<file path="src/pkg/asc_defs.svh">
// register offsets, field positions, reset values and timing constants for the sequencer control
// Summary of operation
// RQ1: four sequencers, depths eight, four, four, one
// RQ2: queue word is 32 bits, result low ten
// RQ3: each step has input and control nibbles
// RQ4: sequencer runs only while its enable set; code tests it only at start, a running sequence completes
// RQ5: same input may repeat within one sequence
// RQ6: any step may raise raw interrupt
// RQ7: last-sample marker ends sequence at that step
// RQ8: queue is circular, each read pops oldest
// RQ9: status shows head, tail, full, empty
// RQ10: overflow and underflow recorded per sequencer
// RQ11: converter clock near 16.667 MHz by divider; code rounds the divider up to 2, pacing at 12.5 MHz from 25 MHz
// RQ12: mask alone gates forwarding of raw interrupts
// RQ13: raw shows unmasked, clear register shows masked
// RQ14: write one clears pending, zero ignored
// RQ15: concurrent triggers served by priority, zero highest
// RQ16: software gives active sequencers distinct priorities
// RQ17: trigger select offers processor, always, peripherals
// RQ18: initiate bit starts processor-triggered sequencer
// RQ19: always trigger on high priority can starve
// RQ20: averaging accumulates up to 64 conversions
// RQ21: averaging off after reset, shared by all
// RQ22: single-ended result spans 0x000 to 0x3ff
// RQ23: differential pair n samples inputs 2n, 2n+1
// RQ24: differential zero difference gives 0x1ff
// RQ25: priority reset gives sequencer zero highest
// RQ26: after last step sequencer idles until trigger
`ifndef ASC_DEFS_SVH
`define ASC_DEFS_SVH
`define ASC_OFF_ACTIVE   12'h000
`define ASC_OFF_RIS      12'h004
`define ASC_OFF_IM       12'h008
`define ASC_OFF_ISC      12'h00c
`define ASC_OFF_OSTAT    12'h010
`define ASC_OFF_EMUX     12'h014
`define ASC_OFF_USTAT    12'h018
`define ASC_OFF_PRI      12'h020
`define ASC_OFF_PSSI     12'h028
`define ASC_OFF_SAC      12'h030
`define ASC_OFF_SS_BASE  12'h040
`define ASC_SS_STRIDE_LG 5
`define ASC_SS_MUX       3'h0
`define ASC_SS_CTL       3'h1
`define ASC_SS_FIFO      3'h2
`define ASC_SS_FSTAT     3'h3
`define ASC_PRI_RESET    16'h3210
`define ASC_TRIG_CPU     4'h0
`define ASC_TRIG_ALWAYS  4'hf
`define ASC_CTL_DIFF     0
`define ASC_CTL_END      1
`define ASC_CTL_IE       2
`define ASC_CTL_TEMP     3
`define ASC_FST_TAIL     0
`define ASC_FST_HEAD     4
`define ASC_FST_EMPTY    8
`define ASC_FST_FULL     12
`define ASC_SAC_MAX      3'h6
`define ASC_CONV_CYCLES  4
`endif

</file>
<file path="src/pkg/asc_pkg.sv">
// types shared by the sequencer control
package asc_pkg;
	typedef enum logic [1:0] {ASC_IDLE, ASC_CONV, ASC_WAIT} asc_phase_t;
	typedef struct packed {
		logic        busy;
		logic [3:0]  sel;
		logic        diff;
		logic        temp;
	} asc_conv_req_t;
	typedef struct packed {
		logic [3:0]  active;
		logic [3:0]  ris;
		logic [3:0]  im;
		logic [3:0]  ostat;
		logic [3:0]  ustat;
		logic [15:0] emux;
		logic [15:0] pri;
		logic [2:0]  sac;
		logic [3:0]  pend;
		logic [3:0][31:0]     mux;
		logic [3:0][31:0]     ctl;
		logic [3:0][7:0][9:0] q;
		logic [3:0][2:0]      head;
		logic [3:0][2:0]      tail;
		logic [3:0][3:0]      cnt;
		asc_phase_t  phase;
		logic [1:0]  cur;
		logic [2:0]  step;
		logic [5:0]  avg_n;
		logic [15:0] acc;
		logic [3:0]  cyc;
		logic        irq;
		asc_conv_req_t conv;
		logic        hready;
		logic [31:0] hrdata;
		logic        dp_we;
		logic        dp_re;
		logic [11:0] dp_addr;
	} asc_state_t;
endpackage

</file>
<file path="src/verilog/asc_sequencer.sv">
// four-queue sample sequencer control with an ahb-lite register slave
//
// Decided for this implementation: the AHB-Lite slave port and the address map.
`timescale 1ns/1ps
`include "asc_defs.svh"
module asc_sequencer #(
	parameter int CLK_HZ  = 25000000,
	parameter int CONV_HZ = 16667000
) (
	input  wire logic                  hclk,
	input  wire logic                  hresetn,
	input  wire logic                  hsel,
	input  wire logic [31:0]           haddr,
	input  wire logic [1:0]            htrans,
	input  wire logic                  hwrite,
	input  wire logic [2:0]            hsize,
	input  wire logic [31:0]           hwdata,
	input  wire logic                  hready,
	output logic                       hreadyout,
	output logic                       hresp,
	output logic [31:0]                hrdata,
	input  wire logic [11:0]           periph_trig,
	input  wire logic [9:0]            conv_result,
	input  wire logic                  conv_done,
	output asc_pkg::asc_conv_req_t     conv_req,
	output logic                       irq
);
	// converter pacing derived from the system clock
	localparam int CONV_DIV = (CLK_HZ + CONV_HZ - 1) / CONV_HZ; // RQ11
	localparam int DEPTH0 = 8;
	localparam int DEPTH1 = 4;
	localparam int DEPTH2 = 4;
	localparam int DEPTH3 = 1;

	asc_pkg::asc_state_t s_q;
	asc_pkg::asc_state_t s_d;

	function automatic logic [3:0] depth_of(input logic [1:0] n);
		unique case (n)
			2'd0: depth_of = 4'(DEPTH0); // RQ1
			2'd1: depth_of = 4'(DEPTH1);
			2'd2: depth_of = 4'(DEPTH2);
			2'd3: depth_of = 4'(DEPTH3);
		endcase
	endfunction

	logic [3:0]  trig;
	logic [3:0]  want;
	logic [1:0]  pick;
	logic        found;
	logic [1:0]  best_pri;
	logic [3:0]  nib_mux;
	logic [3:0]  nib_ctl;
	logic [2:0]  max_step;
	logic [6:0]  avg_total;
	logic [15:0] avg_val;
	logic [1:0]  reg_ss;
	logic [2:0]  reg_kind;
	logic [3:0]  clr;
	logic [3:0]  dep;
	logic [3:0]  ris_set;
	logic [3:0]  ovf_set;
	logic [11:0] rel_w;
	logic [11:0] rel_r;

	always_comb begin
		s_d = s_q;
		// trigger selection per sequencer
		for (int i = 0; i < 4; i++) begin
			unique case (s_q.emux[i*4 +: 4])
				`ASC_TRIG_CPU:    trig[i] = s_q.pend[i]; // RQ17 RQ18
				`ASC_TRIG_ALWAYS: trig[i] = 1'b1;
				default:          trig[i] = (s_q.emux[i*4 +: 4] > 4'hc) ? 1'b0
					: periph_trig[s_q.emux[i*4 +: 4] - 4'h1];
			endcase
			want[i] = trig[i] & s_q.active[i]; // RQ4
		end
		found = 1'b0;
		pick = 2'd0;
		best_pri = 2'd3;
		// lowest priority value wins among pending triggers
		for (int i = 0; i < 4; i++) begin
			if (want[i] && (!found || s_q.pri[i*4 +: 2] < best_pri)) begin // RQ15
				found = 1'b1;
				pick = 2'(i);
				best_pri = s_q.pri[i*4 +: 2];
			end
		end
		nib_mux = s_q.mux[s_q.cur][s_q.step*4 +: 4];
		nib_ctl = s_q.ctl[s_q.cur][s_q.step*4 +: 4];
		dep = depth_of(s_q.cur);
		max_step = 3'(dep - 4'h1);
		avg_total = 7'h1 << s_q.sac; // RQ20
		avg_val = (16'(s_q.acc) + 16'(conv_result)) >> s_q.sac;
		s_d.irq = |(s_q.ris & s_q.im); // RQ12
		clr = 4'h0;
		ris_set = 4'h0;
		ovf_set = 4'h0;
		unique case (s_q.phase)
			asc_pkg::ASC_IDLE: begin
				if (found) begin
					s_d.cur = pick;
					s_d.step = 3'h0;
					s_d.avg_n = 6'h0;
					s_d.acc = 16'h0;
					s_d.cyc = 4'h0;
					s_d.phase = asc_pkg::ASC_CONV;
					if (s_q.emux[pick*4 +: 4] == `ASC_TRIG_CPU)
						clr[pick] = 1'b1;
				end
			end
			asc_pkg::ASC_CONV: begin
				s_d.conv.busy = 1'b1;
				s_d.conv.sel = nib_ctl[`ASC_CTL_DIFF] ? {nib_mux[2:0], 1'b0} : nib_mux; // RQ23 RQ5
				s_d.conv.diff = nib_ctl[`ASC_CTL_DIFF];
				s_d.conv.temp = nib_ctl[`ASC_CTL_TEMP]; // RQ3
				s_d.phase = asc_pkg::ASC_WAIT;
			end
			asc_pkg::ASC_WAIT: begin
				s_d.cyc = (s_q.cyc == 4'(CONV_DIV * `ASC_CONV_CYCLES)) ? s_q.cyc : s_q.cyc + 4'h1;
				if (conv_done && s_q.cyc == 4'(CONV_DIV * `ASC_CONV_CYCLES)) begin
					s_d.conv.busy = 1'b0;
					s_d.cyc = 4'h0;
					if (7'(s_q.avg_n) + 7'h1 < avg_total) begin // RQ20
						s_d.acc = s_q.acc + 16'(conv_result);
						s_d.avg_n = s_q.avg_n + 6'h1;
						s_d.phase = asc_pkg::ASC_CONV;
					end else begin
						s_d.acc = 16'h0;
						s_d.avg_n = 6'h0;
						// result word, diff codes 0x1ff centered by converter
						if (s_q.cnt[s_q.cur] == dep) begin
							s_d.ostat[s_q.cur] = 1'b1; // RQ10
							ovf_set[s_q.cur] = 1'b1;
						end else begin
							s_d.q[s_q.cur][s_q.tail[s_q.cur]] = avg_val[9:0]; // RQ2 RQ22 RQ24
							s_d.tail[s_q.cur] = (s_q.tail[s_q.cur] == max_step) ? 3'h0
								: s_q.tail[s_q.cur] + 3'h1; // RQ8
							s_d.cnt[s_q.cur] = s_q.cnt[s_q.cur] + 4'h1;
						end
						if (nib_ctl[`ASC_CTL_IE])
							s_d.ris[s_q.cur] = 1'b1; // RQ6
						if (nib_ctl[`ASC_CTL_IE])
							ris_set[s_q.cur] = 1'b1;
						if (nib_ctl[`ASC_CTL_END] || s_q.step == max_step) begin
							s_d.phase = asc_pkg::ASC_IDLE; // RQ7 RQ26
						end else begin
							s_d.step = s_q.step + 3'h1;
							s_d.phase = asc_pkg::ASC_CONV;
						end
					end
				end
			end
			default: s_d.phase = asc_pkg::ASC_IDLE;
		endcase
		// initiate requests for disabled sequencers are dropped
		s_d.pend = s_q.pend & ~clr & s_q.active; // RQ4
		// ahb data phase
		s_d.hready = 1'b1;
		s_d.dp_we = 1'b0;
		s_d.dp_re = 1'b0;
		rel_w = s_q.dp_addr - `ASC_OFF_SS_BASE;
		reg_ss = rel_w[6:5];
		reg_kind = rel_w[4:2];
		if (s_q.dp_we) begin
			unique case (s_q.dp_addr)
				`ASC_OFF_ACTIVE: s_d.active = hwdata[3:0];
				`ASC_OFF_IM:     s_d.im = hwdata[3:0];
				// set in the same cycle wins over the clear
				`ASC_OFF_ISC:    s_d.ris = (s_q.ris & ~hwdata[3:0]) | ris_set; // RQ14
				`ASC_OFF_OSTAT:  s_d.ostat = (s_q.ostat & ~hwdata[3:0]) | ovf_set;
				`ASC_OFF_USTAT:  s_d.ustat = s_q.ustat & ~hwdata[3:0];
				`ASC_OFF_EMUX:   s_d.emux = hwdata[15:0];
				`ASC_OFF_PRI:    s_d.pri = hwdata[15:0] & 16'h3333;
				`ASC_OFF_PSSI:   s_d.pend = s_d.pend | hwdata[3:0];
				`ASC_OFF_SAC:    s_d.sac = (hwdata[2:0] > `ASC_SAC_MAX) ? `ASC_SAC_MAX : hwdata[2:0];
				default: begin
					if (s_q.dp_addr >= `ASC_OFF_SS_BASE && rel_w[11:7] == 5'h0) begin
						if (reg_kind == `ASC_SS_MUX)
							s_d.mux[reg_ss] = hwdata;
						else if (reg_kind == `ASC_SS_CTL)
							s_d.ctl[reg_ss] = hwdata;
					end
				end
			endcase
		end
		if (s_q.dp_re && s_q.dp_addr >= `ASC_OFF_SS_BASE && rel_w[11:7] == 5'h0
			&& reg_kind == `ASC_SS_FIFO) begin
			if (s_d.cnt[reg_ss] == 4'h0) begin
				s_d.ustat[reg_ss] = 1'b1; // RQ10
			end else begin
				s_d.head[reg_ss] = (s_q.head[reg_ss] == 3'(depth_of(reg_ss) - 4'h1)) ? 3'h0
					: s_q.head[reg_ss] + 3'h1; // RQ8
				s_d.cnt[reg_ss] = s_d.cnt[reg_ss] - 4'h1;
			end
		end
		// address phase capture and read data
		s_d.hrdata = 32'h0;
		rel_r = {haddr[11:2], 2'b00} - `ASC_OFF_SS_BASE;
		if (hsel && hready && htrans[1]) begin
			s_d.dp_we = hwrite;
			s_d.dp_re = ~hwrite;
			s_d.dp_addr = {haddr[11:2], 2'b00};
			if (!hwrite) begin
				reg_ss = rel_r[6:5];
				reg_kind = rel_r[4:2];
				unique case ({haddr[11:2], 2'b00})
					`ASC_OFF_ACTIVE: s_d.hrdata = {28'h0, s_q.active};
					`ASC_OFF_RIS:    s_d.hrdata = {28'h0, s_q.ris}; // RQ13
					`ASC_OFF_IM:     s_d.hrdata = {28'h0, s_q.im};
					`ASC_OFF_ISC:    s_d.hrdata = {28'h0, s_q.ris & s_q.im}; // RQ13
					`ASC_OFF_OSTAT:  s_d.hrdata = {28'h0, s_q.ostat};
					`ASC_OFF_EMUX:   s_d.hrdata = {16'h0, s_q.emux};
					`ASC_OFF_USTAT:  s_d.hrdata = {28'h0, s_q.ustat};
					`ASC_OFF_PRI:    s_d.hrdata = {16'h0, s_q.pri};
					`ASC_OFF_SAC:    s_d.hrdata = {29'h0, s_q.sac}; // RQ21
					default: begin
						if (haddr[11:0] >= `ASC_OFF_SS_BASE && rel_r[11:7] == 5'h0) begin
							if (reg_kind == `ASC_SS_MUX)
								s_d.hrdata = s_q.mux[reg_ss];
							else if (reg_kind == `ASC_SS_CTL)
								s_d.hrdata = s_q.ctl[reg_ss];
							else if (reg_kind == `ASC_SS_FIFO)
								s_d.hrdata = {22'h0, s_q.q[reg_ss][s_q.head[reg_ss]]}; // RQ2
							else if (reg_kind == `ASC_SS_FSTAT)
								s_d.hrdata = 32'(s_q.tail[reg_ss]) << `ASC_FST_TAIL
									| 32'(s_q.head[reg_ss]) << `ASC_FST_HEAD
									| 32'(s_q.cnt[reg_ss] == 4'h0) << `ASC_FST_EMPTY
									| 32'(s_q.cnt[reg_ss] == depth_of(reg_ss)) << `ASC_FST_FULL; // RQ9
						end
					end
				endcase
			end
		end
	end

	always_ff @(posedge hclk or negedge hresetn) begin
		if (!hresetn) begin
			s_q <= '{active: 4'h0, ris: 4'h0, im: 4'h0, ostat: 4'h0, ustat: 4'h0,
				emux: 16'h0, pri: `ASC_PRI_RESET, sac: 3'h0, pend: 4'h0, // RQ25 RQ21
				mux: '0, ctl: '0, q: '0, head: '0,
				tail: '0, cnt: '0,
				phase: asc_pkg::ASC_IDLE, cur: 2'h0, step: 3'h0, avg_n: 6'h0,
				acc: 16'h0, cyc: 4'h0, irq: 1'b0, conv: '0, hready: 1'b1,
				hrdata: 32'h0, dp_we: 1'b0, dp_re: 1'b0, dp_addr: 12'h0};
		end else begin
			s_q <= s_d;
		end
	end

	assign hreadyout = s_q.hready;
	assign hresp = 1'b0;
	assign hrdata = s_q.hrdata;
	assign conv_req = s_q.conv;
	assign irq = s_q.irq;

	chk_irq_masked: assert property (@(posedge hclk) disable iff (!hresetn) // RQ12
		irq |-> $past(|(s_q.ris & s_q.im))) else $error("irq without masked status");
	chk_pri_reset: assert property (@(posedge hclk) disable iff (!hresetn) // RQ25
		$rose(hresetn) |-> s_q.pri == `ASC_PRI_RESET) else $error("priority reset wrong");
	chk_idle_hold: assert property (@(posedge hclk) disable iff (!hresetn) // RQ26
		s_q.phase == asc_pkg::ASC_IDLE && !found |=> s_q.phase == asc_pkg::ASC_IDLE
		&& !s_q.conv.busy) else $error("sequencer left idle without trigger");
	chk_start_enabled: assert property (@(posedge hclk) disable iff (!hresetn) // RQ4
		(s_q.phase == asc_pkg::ASC_IDLE && s_d.phase == asc_pkg::ASC_CONV)
		|-> s_q.active[s_d.cur]) else $error("disabled sequencer started");
	chk_queue_bound: assert property (@(posedge hclk) disable iff (!hresetn) // RQ1
		s_q.cnt[0] <= 4'(DEPTH0) && s_q.cnt[3] <= 4'(DEPTH3)) else $error("queue overfilled");
	chk_conv_sel: assert property (@(posedge hclk) disable iff (!hresetn) // RQ23
		$rose(s_q.conv.busy) && s_q.conv.diff |-> !s_q.conv.sel[0]) else $error("bad pair");
	chk_ris_clear: assert property (@(posedge hclk) disable iff (!hresetn) // RQ14
		s_q.dp_we && s_q.dp_addr == `ASC_OFF_ISC
		|=> (s_q.ris & $past(hwdata[3:0] & ~ris_set)) == 4'h0)
		else $error("pending bit not cleared");
	chk_sac_reset: assert property (@(posedge hclk) disable iff (!hresetn) // RQ21
		$rose(hresetn) |-> s_q.sac == 3'h0 [*2]) else $error("averaging on at reset");
endmodule // asc_sequencer

</file>
<file path="config.mk">
export PLATFORM = sky130hd
export DESIGN_NAME = asc_sequencer
export DESIGN_NICKNAME = d
export VERILOG_FILES = /design/src/pkg/asc_pkg.sv /design/src/verilog/asc_sequencer.sv
export VERILOG_INCLUDE_DIRS = /design/src /design/src/pkg
export SDC_FILE = /design/constraint.sdc
export NUM_CORES = 2
export LEC_CHECK = 0
export ABC_AREA = 1
export BUFFER_PORTS_ARGS = -buffer_cell sky130_fd_sc_hd__buf_4
export CORE_MARGIN = 2
export CORE_UTILIZATION = 55
export CTS_CLUSTER_SIZE = 12
export DETAILED_ROUTE_END_ITERATION = 16
export GPL_TIMING_DRIVEN = 0
export HOLD_SLACK_MARGIN = 0.1
export PLACE_DENSITY = 0.73
export RECOVER_POWER = 25
export REMOVE_ABC_BUFFERS = 1
export SETUP_SLACK_MARGIN = 0.1
export SYNTH_ARGS = -nofsm -noshare
export SYNTH_HDL_FRONTEND = slang
export SYNTH_SLANG_ARGS = --single-unit
</file>
<file path="constraint.sdc">
create_clock -name hclk -period 11.73 [get_ports hclk]
set_input_delay 2.346 -clock hclk [delete_from_list [all_inputs] [get_ports hclk]]
set_output_delay 2.346 -clock hclk [all_outputs]
set_load 0.1 [all_outputs]
</file>
Word-level counts from Yosys, hierarchy flattened. Cells that the tools add are included.

Output and inout bits: 42. Logic and storage cells: 416. Bits of input ports: 97. Register bits: 752.

Multiplexer cells: 157. Bitwise logic cells: 27. Order comparisons: 25. Equal/unequal tests: 47. Reduce and logical (&&, ||, !) cells: 62. Add/sub/neg operators: 17. Shifts and indexed selects: 5.

Operators by type and width (count): 256-bit 2-to-1 mux (2); 128-bit 2-to-1 mux (3); 320-bit bitwise mux (1); 311-bit 2-to-1 mux (1); 32-bit 2-to-1 mux (9); 32-bit case mux with 9 select lines (1); 32-bit binary-select mux with 2-bit select (4); 128-bit bitwise mux (2); 4-bit 2-to-1 mux (41); 80-bit binary-select mux with 2-bit select (1); 80-bit demux with 2-bit select (1); 80-bit 2-to-1 mux (2); 16-bit 2-to-1 mux (6); 32-bit demux with 2-bit select (1); 32-bit by 6-bit indexed part select with 4-bit output (2); 10-bit by 3-bit == test with 1-bit output (second input constant) (6); 29-bit case mux with 2 select lines (1); 10-bit by 4-bit == test with 1-bit output (second input constant) (5); 46-bit 2-to-1 mux (1); 3-bit 2-to-1 mux (14); 10-bit by 2-bit == test with 1-bit output (second input constant) (4); 33-bit 2-to-1 mux (1); 16-bit bitwise mux (2); 10-bit binary-select mux with 3-bit select (1); other kinds (76) (228).

Depth between registers and ports, before layout.
Depth in word-level cells: 35. Gate-level depth with buffers: 31. Mapped depth without buffers: 30.

Worst setup path after synthesis. OpenSTA, ideal clock, no wires.

Path kind: input to register. From: input haddr[6]. To: register s_q, in the netlist hrdata[10]. Setup time: 94 ps. Slack: 6606 ps. Required time: 11636 ps. Stages on the path: 13. Path buffers: 5. Arrival time: 5030 ps. Cell sequence: inv_1 > clkbuf_1 > clkbuf_1 > clkbuf_1 > buf_1 > ha_1 > nand3_1 > inv_1 > nand4_1 > nand3_1 > clkinv_1 > clkbuf_1 > a211oi_1.

RTL lines: start: declaration (line asc_sequencer.sv:13) `input wire logic [31:0] haddr,`; end signal: assignment (line asc_sequencer.sv:239) `s_q <= '{active: 4'h0, ris: 4'h0, im: 4'h0, ostat: 4'h0, ustat: 4'h0,`; end: declaration (line asc_sequencer.sv:35) `asc_pkg::asc_state_t s_q;`.

==> impl_metrics.py <==
metrics = {
    "run_status": {
        "status": "complete, but fails checks",
        "violations": "capacitance limit, slew limit",
    },
    "synth": {
        "ys_ff_latch": 752,
        "async_flop_share_pct": 100,
        "yosys_warnings": 0,
        "synth.largest_area_cell": "dfrtp_1",
        "synth_cells": 4996,
        "synth_area_um2": 39000,
        "ys_types": 67,
        "synth_area_leaders": "dfrtp_1, o21ai_0, nand2_1",
        "syn_avg_cell_area_um2": 7.80,
        "yosys.area.top_type_share_pct": 48.0,
        "synth-edff-count": 0,
        "ys.flop_type": "dfrtp_1",
        "ys_seq_area_share_pct": 48.3,
    },
    "cts": {
        "insertion_delay_ns": 0.65,
        "numCtsBuffers": 82,
        "cts_tree": "done",
        "clk_pin_slew_ns": 0.06,
        "cts_resized": 0,
        "clock_path_buffers": 3,
        "cts_max_level": 3,
        "holdBufCountCts": 0,
        "post-cts-setup-buffers": 0,
        "cts_sinks": 752,
        "cts_root_buf": "clkbuf_16",
    },
    "place": {
        "place_congestion": 0.934,
        "dp_hpwl_mm": 71.5,
        "postPlaceCellArea_um2": 40100,
        "io_buffers": 110,
    },
    "grt": {
        "grt_pass1_vias": 33664,
        "grt_antenna_before_repair": 1,
        "grt_first_pass_wirelength_mm": 190,
        "grt_usage_pct": 32.5,
        "grt_max_degree": 161,
        "grt_overflow": 0,
    },
    "detailed_routing": {
        "vias": 36043,
        "drt-wirelength-per-cell_um": 20.5,
        "drt.antenna.violating_nets": 0,
        "finalWirelength_mm": 120,
        "drc": 0,
        "drt_iter0_drc": 4731,
        "drtPass1Iterations": 6,
        "vias_per_cell": 6.17,
    },
    "min_path": {
        "worstHoldStart": "s_q[443]",
        "hold_path.class": "register to register",
        "hold_depth": 2,
    },
    "floorplanning": {
        "die_x_um": 270,
        "initial_core_util_pct": 55.6,
        "die_h_um": 270,
        "coreArea_um2": 70100,
        "dieArea_um2": 73000,
        "rows": 97,
        "ioPinCount": 139,
    },
    "power": {
        "leakage_nw": 19.8,
        "power_mw": 6.75,
        "ir_worst_vdd_mv": 0.124,
        "powerDensity_nw_per_um2": 158,
    },
    "timing": {
        "tightest_slew_ns": 5.80,
        "hold_violations": 0,
        "fmax_ghz": 0.141,
        "min_period_ns": 7.09,
        "slew_headroom_pct": -286,
        "rsz0062_at_grt": "false",
        "finalSetupViolations": 0,
        "slew_violations": 126,
        "finalCritPeriodShare_pct": 60.4,
        "clock_skew_ns": 0.0279,
    },
    "worst_setup_path": {
        "startpoint": "hresetn",
        "path_buf_inv": 1,
        "end_kind": "asynchronous set/reset pin",
        "cpMaxStageDelayCell": "clkbuf_1",
        "arrival_ns": 6.42,
        "crit_chain": "clkbuf_1",
        "reg2reg_depth": 19,
        "crit_path_max_fanout": 104,
        "cp.required_ns": 11.06,
        "crit_cells": 1,
        "cpPeakStageDelay_ns": 3.99,
        "worstSetupPathType": "primary input to asynchronous set/reset pin",
        "ff2ff_setup_slack_ns": 6.31,
        "critPathTopFamily": "buffers and inverters",
        "r2r_start": "s_q[84]",
        "critPathLaunchType": "primary input",
    },
    "finish": {
        "syn_to_final_growth_pct": 9.91,
        "final_net_count": 4986,
        "layout_commonest_cell": "o21ai_0",
        "layout_common_cells": "o21ai_0, nand2_1, dfrtp_1, nor2_1, inv_1",
        "n_antenna_cell": 0,
        "drive_gt1_share_pct": 6.91,
        "design_area_um2": 42800,
    },
    "run": {
        "maxCapViolations": 2,
    },
}
per-layer routing:
| layer | wire (um) | global-route usage, % | vias up |
|---|---|---|---|
| met5 | 13 | 0 | - |
| met4 | 5360 | 14.7 | 2 |
| met3 | 10500 | 5.25 | 338 |
| met2 | 54800 | 50.9 | 1748 |
| met1 | 49300 | 44.6 | 17402 |
| li1 | - | - | 16553 |
layout make-up:
type                    count  area [um2]
flip-flops and latches    752       18800
clock buffers             128        2480
fillers                  6218       27300
multi-input cells        3570       17500
clock inverters            16         201
repair buffers            136        1470
inverters                 302        1150
well taps                 940        1180
through the flow:
step / worst slack, ns / util, % / std cells / hold slack, ns / setup TNS, ns
2_1_floorplan: 3.13 / - / 4624 / 0.448 / 0
3_3_place_gp: -5.84 / 56.1 / 5674 / 0.460 / -242.46
3_5_place_dp: 4.44 / 57.2 / 5698 / 0.467 / 0
4_1_cts: 5.09 / 61.0 / 5842 / 0.479 / 0
5_1_grt: 3.54 / 61.1 / 5844 / 0.496 / 0
6_report: 4.64 / 61.1 / 5844 / 0.479 / 0
synthesized netlist by cell type (4+ instances only):
cell type,number
nand3_1,166
o221ai_1,44
o21ai_0,1169
a31oi_1,9
nor2_2,5
a32o_1,9
o21a_1,13
nor2_1,526
inv_1,288
a21oi_1,173
nor3_1,20
clkbuf_2,5
xnor2_1,6
nand2_1,1030
nand4_1,21
buf_4,42
o21ai_1,28
ha_1,44
mux2i_1,4
clkinv_1,5
a211oi_1,6
buf_2,28
inv_2,8
a21oi_2,8
o2111ai_1,5
clkbuf_1,267
a221oi_1,24
xor2_1,23
o211ai_1,26
buf_1,22
dfstp_2,4
o221a_2,10
buf_6,8
o22ai_1,137
dfrtp_1,748
nand2_2,9
nor4_1,4
where the power goes:
group	leakage, nW	switching [mW]	internal (mW)
sequential	8.86	0.115	2.66
combinational	9.60	1.01	0.374
clock	1.31	1.08	1.52
total	19.8	2.20	4.55
final timing paths:
path,endpoint
min in group asynchronous,hrdata[16]
max in group hclk,hrdata[3]
max reg2reg,s_q[100]
min reg2reg,s_q[443]
max,s_q[739]
min,s_q[443]
sequential cells by signal, summed over array words and instances, names as in the netlist:
| register | cells |
|---|---|
| hrdata | 32 |
| conv_req | 7 |
| s_q | 712 |
| irq | 1 |
kinds of logic after synthesis:
family                     Yosys count  synth area share [%]
buffers and inverters              674                  7.16
AOI/OAI and AO/OA                 1692                  23.9
DFF                                752                  48.3
xor gates and xnor gates            30                 0.693
muxes                                7                 0.189
other                                2                0.0193
adders and majority gates           45                  1.46
and+or+nand+nor                   1794                  18.3
Power figures use the tool's default switching activity.
